<file path="src/rtl/cal_pkg.sv">
// Constants and helpers shared by the calendar counters.
package cal_pkg;

    // Register offsets on the register port.
    localparam logic [7:0] CAL_ADDR_WEEKDAY = 8'h03;
    localparam logic [7:0] CAL_ADDR_DATE = 8'h04;
    localparam logic [7:0] CAL_ADDR_MONTH = 8'h05;
    localparam logic [7:0] CAL_ADDR_YEAR = 8'h06;

    // Field widths, all fields sit at bit 0 of their register.
    localparam int CAL_REG_W = 8;
    localparam int CAL_WEEKDAY_W = 3;
    localparam int CAL_DATE_W = 6;
    localparam int CAL_MONTH_W = 5;
    localparam int CAL_YEAR_W = 8;

    // Reset values.
    localparam logic [2:0] CAL_RST_WEEKDAY = 3'h0;
    localparam logic [5:0] CAL_RST_DATE = 6'h01;
    localparam logic [4:0] CAL_RST_MONTH = 5'h01;
    localparam logic [7:0] CAL_RST_YEAR = 8'h00;

    // Counter limits, BCD coded where the field is BCD.
    localparam logic [2:0] CAL_WEEKDAY_LAST = 3'h6;
    localparam logic [2:0] CAL_WEEKDAY_FIRST = 3'h0;
    localparam logic [5:0] CAL_DATE_FIRST = 6'h01;
    localparam logic [4:0] CAL_MONTH_FIRST = 5'h01;
    localparam logic [4:0] CAL_MONTH_LAST = 5'h12;
    localparam logic [7:0] CAL_YEAR_FIRST = 8'h00;
    localparam logic [7:0] CAL_YEAR_LAST = 8'h99;

    // Months that are not 31 days long.
    localparam logic [4:0] CAL_MON_FEB = 5'h02;
    localparam logic [4:0] CAL_MON_APR = 5'h04;
    localparam logic [4:0] CAL_MON_JUN = 5'h06;
    localparam logic [4:0] CAL_MON_SEP = 5'h09;
    localparam logic [4:0] CAL_MON_NOV = 5'h11;

    // Month lengths in BCD.
    localparam logic [5:0] CAL_DAYS_31 = 6'h31;
    localparam logic [5:0] CAL_DAYS_30 = 6'h30;
    localparam logic [5:0] CAL_DAYS_29 = 6'h29;
    localparam logic [5:0] CAL_DAYS_28 = 6'h28;

    // Unit digits of leap years within a decade.
    localparam logic [3:0] CAL_LEAP_EVEN_A = 4'h0;
    localparam logic [3:0] CAL_LEAP_EVEN_B = 4'h4;
    localparam logic [3:0] CAL_LEAP_EVEN_C = 4'h8;
    localparam logic [3:0] CAL_LEAP_ODD_A = 4'h2;
    localparam logic [3:0] CAL_LEAP_ODD_B = 4'h6;

    // Two-digit BCD increment; 99 steps to A0h, callers wrap earlier.
    function automatic logic [7:0] cal_bcd_inc(input logic [7:0] v);
        logic [7:0] r;
        r = 8'h00;
        if (v[3:0] >= 4'h9) begin
            r = {v[7:4] + 4'h1, 4'h0};
        end else begin
            r = {v[7:4], v[3:0] + 4'h1};
        end
        return r;
    endfunction

endpackage

</file>
<file path="src/rtl/cal_month_len.sv">
// Last day of a month for years 2000 to 2099.
`timescale 1ns/100ps
`default_nettype none

module cal_month_len
    import cal_pkg::*;
(
    input wire logic [4:0] month,
    input wire logic [7:0] year,
    output logic [5:0] lastDay
);

    wire logic evenTens;
    wire logic leapYear;
    wire logic thirtyDay;

    // Within 2000 to 2099 every year divisible by four is a leap year,
    // so 2000 counts as one and no century test is needed.
    assign evenTens = ~year[4];
    assign leapYear = evenTens ?
        (year[3:0] == CAL_LEAP_EVEN_A || year[3:0] == CAL_LEAP_EVEN_B ||
         year[3:0] == CAL_LEAP_EVEN_C) :
        (year[3:0] == CAL_LEAP_ODD_A || year[3:0] == CAL_LEAP_ODD_B);

    assign thirtyDay = month == CAL_MON_APR || month == CAL_MON_JUN ||
        month == CAL_MON_SEP || month == CAL_MON_NOV;

    assign lastDay = (month == CAL_MON_FEB) ?
        (leapYear ? CAL_DAYS_29 : CAL_DAYS_28) :
        (thirtyDay ? CAL_DAYS_30 : CAL_DAYS_31);

endmodule

`default_nettype wire

</file>
<file path="src/rtl/cal_calendar.sv">
// Weekday, date, month and year counters with their register port.
//
// Overview of operation
// Weekday is a 3-bit counter stepping 0 to 6 per day, then wrapping.
// Weekday values carry no fixed meaning; software assigns the names.
// Weekday sits in bits 2:0, bits 7:3 read zero, resets to zero.
// Date holds BCD 01 to 31 in bits 5:0, upper bits zero, resets 01.
// Month lengths and 29 February are right for 2000 through 2099.
// Month holds BCD 01 to 12, bits 7:5 read zero, resets to 01.
// Month is BCD in bits 4:0, October to December are 10h to 12h.
// All calendar registers are readable at any time, lock or not.
// Calendar writes are dropped while password write protection is on.
// Year holds BCD 00 to 99, takes the month carry, resets to 00.
// Daily carry steps date; month end steps month; December steps year.
//
// The plain strobed port was left to the implementer.
`timescale 1ns/100ps
`default_nettype none

module cal_calendar
    import cal_pkg::*;
(
    input wire logic clk_sys,
    input wire logic reset,
    input wire logic [7:0] regAddr,
    input wire logic [7:0] regWrData,
    input wire logic regWrStb,
    input wire logic regRdStb,
    output logic [7:0] regRdData,
    input wire logic writeProtect,
    input wire logic dayCarry,
    output logic [2:0] weekdayVal,
    output logic [5:0] dateVal,
    output logic [4:0] monthVal,
    output logic [7:0] yearVal,
    output logic centuryCarry
);

    logic [2:0] weekday_ff;
    logic [5:0] date_ff;
    logic [4:0] month_ff;
    logic [7:0] year_ff;
    logic [7:0] regRdData_ff;
    logic centuryCarry_ff;

    logic [2:0] nxt_weekday;
    logic [5:0] nxt_date;
    logic [4:0] nxt_month;
    logic [7:0] nxt_year;
    logic [7:0] nxt_regRdData;
    logic nxt_centuryCarry;

    wire logic wrAllowed;
    wire logic wrWeekday;
    wire logic wrDate;
    wire logic wrMonth;
    wire logic wrYear;
    wire logic [5:0] lastDay;
    wire logic weekdayWrap;
    wire logic dateWrap;
    wire logic monthWrap;
    wire logic yearWrap;
    wire logic monthStep;
    wire logic yearStep;
    wire logic [7:0] dateInc;
    wire logic [7:0] monthInc;
    wire logic [7:0] yearInc;
    wire logic [2:0] weekdayInc;
    wire logic [7:0] rdValue;

    // Write decode. The lock input comes from the password logic on this
    // clock, so it is used directly and takes effect on the same strobe.
    assign wrAllowed = regWrStb & ~writeProtect;
    assign wrWeekday = wrAllowed && regAddr == CAL_ADDR_WEEKDAY;
    assign wrDate = wrAllowed && regAddr == CAL_ADDR_DATE;
    assign wrMonth = wrAllowed && regAddr == CAL_ADDR_MONTH;
    assign wrYear = wrAllowed && regAddr == CAL_ADDR_YEAR;

    cal_month_len u_monthLen (
        .month(month_ff),
        .year(year_ff),
        .lastDay(lastDay)
    );

    // Wrap tests use >= so that an out-of-range value written by software
    // returns to the first value on the next step instead of running on.
    assign weekdayWrap = weekday_ff >= CAL_WEEKDAY_LAST;
    assign dateWrap = date_ff >= lastDay;
    assign monthWrap = month_ff >= CAL_MONTH_LAST;
    assign yearWrap = year_ff >= CAL_YEAR_LAST;

    // A counter written in the same cycle as its carry keeps the written
    // value, and its own carry onward is dropped for that day.
    assign monthStep = dayCarry & dateWrap & ~wrDate;
    assign yearStep = monthStep & monthWrap & ~wrMonth;

    assign weekdayInc = weekday_ff + 3'h1;
    assign dateInc = cal_bcd_inc({2'h0, date_ff});
    assign monthInc = cal_bcd_inc({3'h0, month_ff});
    assign yearInc = cal_bcd_inc(year_ff);

    // The weekday is a plain count; no day name is decoded from it.
    always_comb begin
        nxt_weekday = weekday_ff;
        if (wrWeekday) begin
            nxt_weekday = regWrData[CAL_WEEKDAY_W-1:0];
        end else if (dayCarry) begin
            nxt_weekday = weekdayWrap ? CAL_WEEKDAY_FIRST : weekdayInc;
        end
    end

    always_comb begin
        nxt_date = date_ff;
        if (wrDate) begin
            nxt_date = regWrData[CAL_DATE_W-1:0];
        end else if (dayCarry) begin
            nxt_date = dateWrap ? CAL_DATE_FIRST : dateInc[5:0];
        end
    end

    always_comb begin
        nxt_month = month_ff;
        if (wrMonth) begin
            nxt_month = regWrData[CAL_MONTH_W-1:0];
        end else if (monthStep) begin
            nxt_month = monthWrap ? CAL_MONTH_FIRST : monthInc[4:0];
        end
    end

    always_comb begin
        nxt_year = year_ff;
        if (wrYear) begin
            nxt_year = regWrData[CAL_YEAR_W-1:0];
        end else if (yearStep) begin
            nxt_year = yearWrap ? CAL_YEAR_FIRST : yearInc;
        end
    end

    assign nxt_centuryCarry = yearStep & yearWrap & ~wrYear;

    // Reads never look at the lock; unused upper bits are zero.
    assign rdValue =
        (regAddr == CAL_ADDR_WEEKDAY) ? {5'h00, weekday_ff} :
        (regAddr == CAL_ADDR_DATE) ? {2'h0, date_ff} :
        (regAddr == CAL_ADDR_MONTH) ? {3'h0, month_ff} :
        (regAddr == CAL_ADDR_YEAR) ? year_ff : 8'h00;

    // Read data stand for one cycle only, so the port returns to zero.
    assign nxt_regRdData = regRdStb ? rdValue : 8'h00;

    always_ff @(posedge clk_sys) begin
        if (reset) begin
            weekday_ff <= CAL_RST_WEEKDAY;
            date_ff <= CAL_RST_DATE;
            month_ff <= CAL_RST_MONTH;
            year_ff <= CAL_RST_YEAR;
        end else begin
            weekday_ff <= nxt_weekday;
            date_ff <= nxt_date;
            month_ff <= nxt_month;
            year_ff <= nxt_year;
        end
    end

    always_ff @(posedge clk_sys) begin
        if (reset) begin
            regRdData_ff <= 8'h00;
            centuryCarry_ff <= 1'b0;
        end else begin
            regRdData_ff <= nxt_regRdData;
            centuryCarry_ff <= nxt_centuryCarry;
        end
    end

    assign regRdData = regRdData_ff;
    assign weekdayVal = weekday_ff;
    assign dateVal = date_ff;
    assign monthVal = month_ff;
    assign yearVal = year_ff;
    assign centuryCarry = centuryCarry_ff;

endmodule

`default_nettype wire

</file>
<file path="config.mk">
export PLATFORM = sky130hd
export DESIGN_NAME = cal_calendar
export DESIGN_NICKNAME = d
export VERILOG_FILES = /design/src/rtl/cal_pkg.sv /design/src/rtl/cal_month_len.sv /design/src/rtl/cal_calendar.sv
export SDC_FILE = /design/constraint.sdc
export NUM_CORES = 1
export LEC_CHECK = 0
export ABC_CLOCK_PERIOD_IN_PS = 2410
export CORE_ASPECT_RATIO = 1.2
export CORE_MARGIN = 3
export CORE_UTILIZATION = 57
export DETAILED_ROUTE_END_ITERATION = 10
export DONT_BUFFER_PORTS = 1
export PLACE_DENSITY = 0.75
export SYNTH_ARGS = -nofsm -noshare
export SYNTH_HDL_FRONTEND = slang
export SYNTH_HIERARCHICAL = 1
export SYNTH_SLANG_ARGS = --single-unit
</file>
<file path="constraint.sdc">
create_clock -name clk_sys -period 2.41 [get_ports clk_sys]
set_clock_uncertainty 0.1 [all_clocks]
set_input_delay 0.482 -clock clk_sys [delete_from_list [all_inputs] [get_ports clk_sys]]
set_output_delay 0.482 -clock clk_sys [all_outputs]
set_load 0.005 [all_outputs]
</file>
==> metrics.md <==
| Metric | Value |
|---|---|
| Die Span Y | `74.1 um` |
| Max stage delay cell, worst path | `dfxtp_2` |
| Clock H-tree levels | `2` |
| Antenna cells | `0` |
| Crit path buffers/inverters | `1` |
| Worst Path Arrival | `2600 ps` |
| Critical path startpoint | `yearVal[3]$_SDFFE_PP0P_` |
| RSZ-0062 raised after global routing | `yes` |
| First-pass GRT wire length | `10.6 mm` |
| Hpwl dp | `5.08 mm` |
| Vias in the first global route | `2137` |
| Fin. max-slew vios | `0` |
| End-of-flow core utilization | `76.1%` |
| Cell Area, Synth | `2200 um^2` |
| Cell Rows | `24` |
| GP Congestion | `between 0.9 and 1` |
| Footprint of the multi-input gates | `between 1500 and 2000 um^2` |
| Initial antenna violation count | `0` |
| Final wirelength | `7.12 mm` |
| CTS Buf Count | `5` |
| Placed cell areas | `2520 um^2` |
| Failing checks | `setup timing` |
| Seq/Total Area, Yosys | `roughly 28%` |
| Largest net degree at the start of global routing | `23` |
| CP Launch Type | `register` |
| Worst path required time | `2530 ps` |
| CTS Root Cell | `clkbuf_8` |
| Initial Util | `60.1%` |
| R2R Path Start | `yearVal[3]$_SDFFE_PP0P_` |
| Most common cell after layout, fill and taps aside | `buf_4` |
| DRT Pass-1 Iters | `5` |
| Synth Register Bits | `31` |
| CP top delay family | `compound AO/OA/AOI/OAI gates` |
| Post-layout nets | `363` |
| Layout cell share with drive strength beyond 1 | `23.8%` |
| Post-synth EDFFs | `0` |
| Prevailing post-synth register cell | `dfxtp_1` |
| Placement Setup Slack | `-189 ps` |
| Setup CP Type | `register to register` |
| Crit end category | `register` |
| Outcome | `finished with violations` |
| R2r endpoint | `yearVal[4]$_SDFFE_PP0P_` |
| Syn_area_per_cell | `7.78 um^2` |
| Final hold viol count | `0` |
| Async SR Flop Fraction | `0%` |
| Final Cycle Share | `103%` |
| WL per Instance | `19.0 um` |
| Die Span X | `62.7 um` |
| CTS tree | `yes` |
| Via density | `6.31` |
| Clock Pin Slew Worst Setup and Hold Paths | `70 ps` |
| Final min period | `2480 ps` |
| First DRT Iteration DRCs | `182` |
| Post-DRT Antenna Nets | `0` |
| Final Non-Filler Cells | `375` |
| Final WS setup | `-69.4 ps` |
| PD cells | `418 nW/um^2` |
| CP Cell Sequence | `a211o_1 > a21o_1 > a31oi_1 > ha_1 > nand2b_4 > a21oi_4 > o21a_4 > buf_12 > o31a_1 > mux2i_1` |
| FF+latch area | `around 630 um^2` |
| Gr ovfl total | `0` |
| Hold-critical path depth | `1` |
| HP Start | `reset` |
| Number of I/O port buffers | `0` |
| Synth warn | `6` |
| Die area | `around 4600 um^2` |
| Total GRT Usage | `between 20 and 30%` |
| Min-delay worst type | `input port to register` |
| Most frequent cells in the layout | `buf_4 (41), nand2_1 (30), nor2_1 (26), dfxtp_1 (25)` |
| Max-cap violation count | `0` |
| Placed insts | `364` |
| Later-pin clock latency in the skew report | `about 290 ps` |
| Worst reg2reg setup slack | `-70 ps` |
| Leak Pwr | `approximately 1.1 nW` |
| CTS max path bufs | `2` |
| Area Overhead vs Synth | `26.7%` |
| Cells on worst reg2reg path | `10` |
| Non-Filler Cell Area, Final | `approximately 2800 um^2` |
| DRC viols | `0` |
| Crit Path Max Fanout | `6` |
| Core footprint | `3660 um^2` |
| Layout fillers | `between 200 and 300` |
| Worst hold slack | `162 ps` |
| Finish-stage setup viols | `6` |
| I/O Pins | `53` |
| Gate Count Post-Synth | `283` |
| Synth unique cells | `55` |
| CP max stage delay | `320 ps` |
| Count of clock tree sinks | `31` |
| VDD IR-drop max | `between 0.0002 and 0.00025 V` |
| Worst Hold End | `monthVal[3]$_SDFFE_PP0P_` |
| Vias after detailed routing | `about 2400` |
| Fmax achieved | `403 MHz` |
## where the power goes
| group | total (mW) | switching (mW) | internal (mW) |
|---|---|---|---|
| clock | 0.534 | 0.200 | 0.334 |
| combinational | 0.104 | 0.0574 | 0.0462 |
| sequential | 0.528 | 0.00820 | 0.520 |
| total | 1.17 | 0.266 | 0.900 |
## how the worst max path moves through the flow
stage | to | cells after the start
final | yearVal[4]$_SDFFE_PP0P_ | 10
after global routing | yearVal[4]$_SDFFE_PP0P_ | 10
after CTS | monthVal[1]$_SDFFE_PP0P_ | 9
after detailed placement | monthVal[1]$_SDFFE_PP0P_ | 10
after global placement | monthVal[1]$_SDFFE_PP0P_ | 10
after floorplan | monthVal[1]$_SDFFE_PP0P_ | 9
## state kept, by name, indices dropped and copies added, names as in the netlist
register	cells
centuryCarry	1
regRdData	8
dateVal	6
weekdayVal	3
yearVal	8
monthVal	5
## kinds of logic (layout without fill, tap and decap cells)
| family | after synthesis | in the layout | synth area share (%) |
|---|---|---|---|
| flops | 31 | 31 | 28.2 |
| compound gates | 78 | 78 | 24.8 |
| mux | 4 | 4 | 1.82 |
| other cells | 2 | 3 | 0.341 |
| simple gates | 114 | 114 | 26.8 |
| buf+inv | 32 | 71 | 6.03 |
| xor+xnor | 3 | 3 | 1.19 |
| fa+ha+maj | 19 | 19 | 10.8 |
## cell type report
type                    instances  share of cell area, %
clock buffers                   6                   2.96
multi-input cells             221                   56.3
clock inverters                 2                   1.26
flip-flops and latches         31                   22.5
inverters                      21                   2.83
well taps                      52                   2.33
repair buffers                 42                   11.8
## Yosys cell counts (all sizes together) (2+ instances only)
master / instances / area (um^2)
o211ai: 4 / 30.0
nor4: 2 / 12.5
a31oi: 5 / 31.3
nand3b: 5 / 37.5
nand3: 12 / 60.1
xnor2: 2 / 17.5
nor3: 8 / 40.0
nand2: 30 / 113
o21a: 4 / 30.0
o31a: 2 / 17.5
clkbuf: 7 / 26.3
or3b: 4 / 35.0
nor2b: 2 / 12.5
buf: 4 / 27.5
a221oi: 2 / 17.5
nor3b: 4 / 30.0
nand2b: 2 / 12.5
and2: 3 / 18.8
nor2: 26 / 97.6
a311oi: 7 / 61.3
conb: 2 / 7.51
mux2i: 4 / 40.0
a21oi: 17 / 85.1
inv: 20 / 75.1
o311ai: 2 / 17.5
and3: 3 / 18.8
ha: 19 / 238
o21ai: 11 / 55.1
dfxtp: 31 / 621
nand4: 7 / 43.8
a21o: 2 / 15.0
o31ai: 7 / 52.6
or4: 3 / 30.0
a2111oi: 2 / 17.5
a32o: 2 / 20.0
## routing by layer
metal | share of wire, % | wire, um | track usage, % | vias to the layer above
met4 | 4.2 | 297 | 17.2 | 0
met2 | 49 | 3500 | 51.2 | 113
met1 | 38 | 2730 | 32.7 | 1110
met5 | 0 | 0 | 0 | -
li1 | - | - | - | 1118
met3 | 8.3 | 594 | 8.16 | 26
## per-stage QoR
step	TNS, ps	power (mW)
detailed placement	-1520	0.627
global placement	-597	0.624
finish	-209	1.17
floorplan	0	0.608
global route	-1010	1.20
CTS	-76.6	1.16
## worst register-to-register path, stage by stage, from the launching register on
cell,delay [ps]
dfxtp_2,320
a211o_1,290
a21o_1,170
a31oi_1,180
ha_1,250
nand2b_4,150
a21oi_4,150
o21a_4,200
buf_12,120
o31a_1,260
mux2i_1,210
## repair_timing
item / in CTS / in global routing
pin swaps: 4 / 17
hold buffers: 0 / 0
setup endpoints to repair: 18 / 18
buffers inserted: 0 / 3
resized for setup: 6 / 17
No activity file was read; power rests on OpenSTA's default activity.
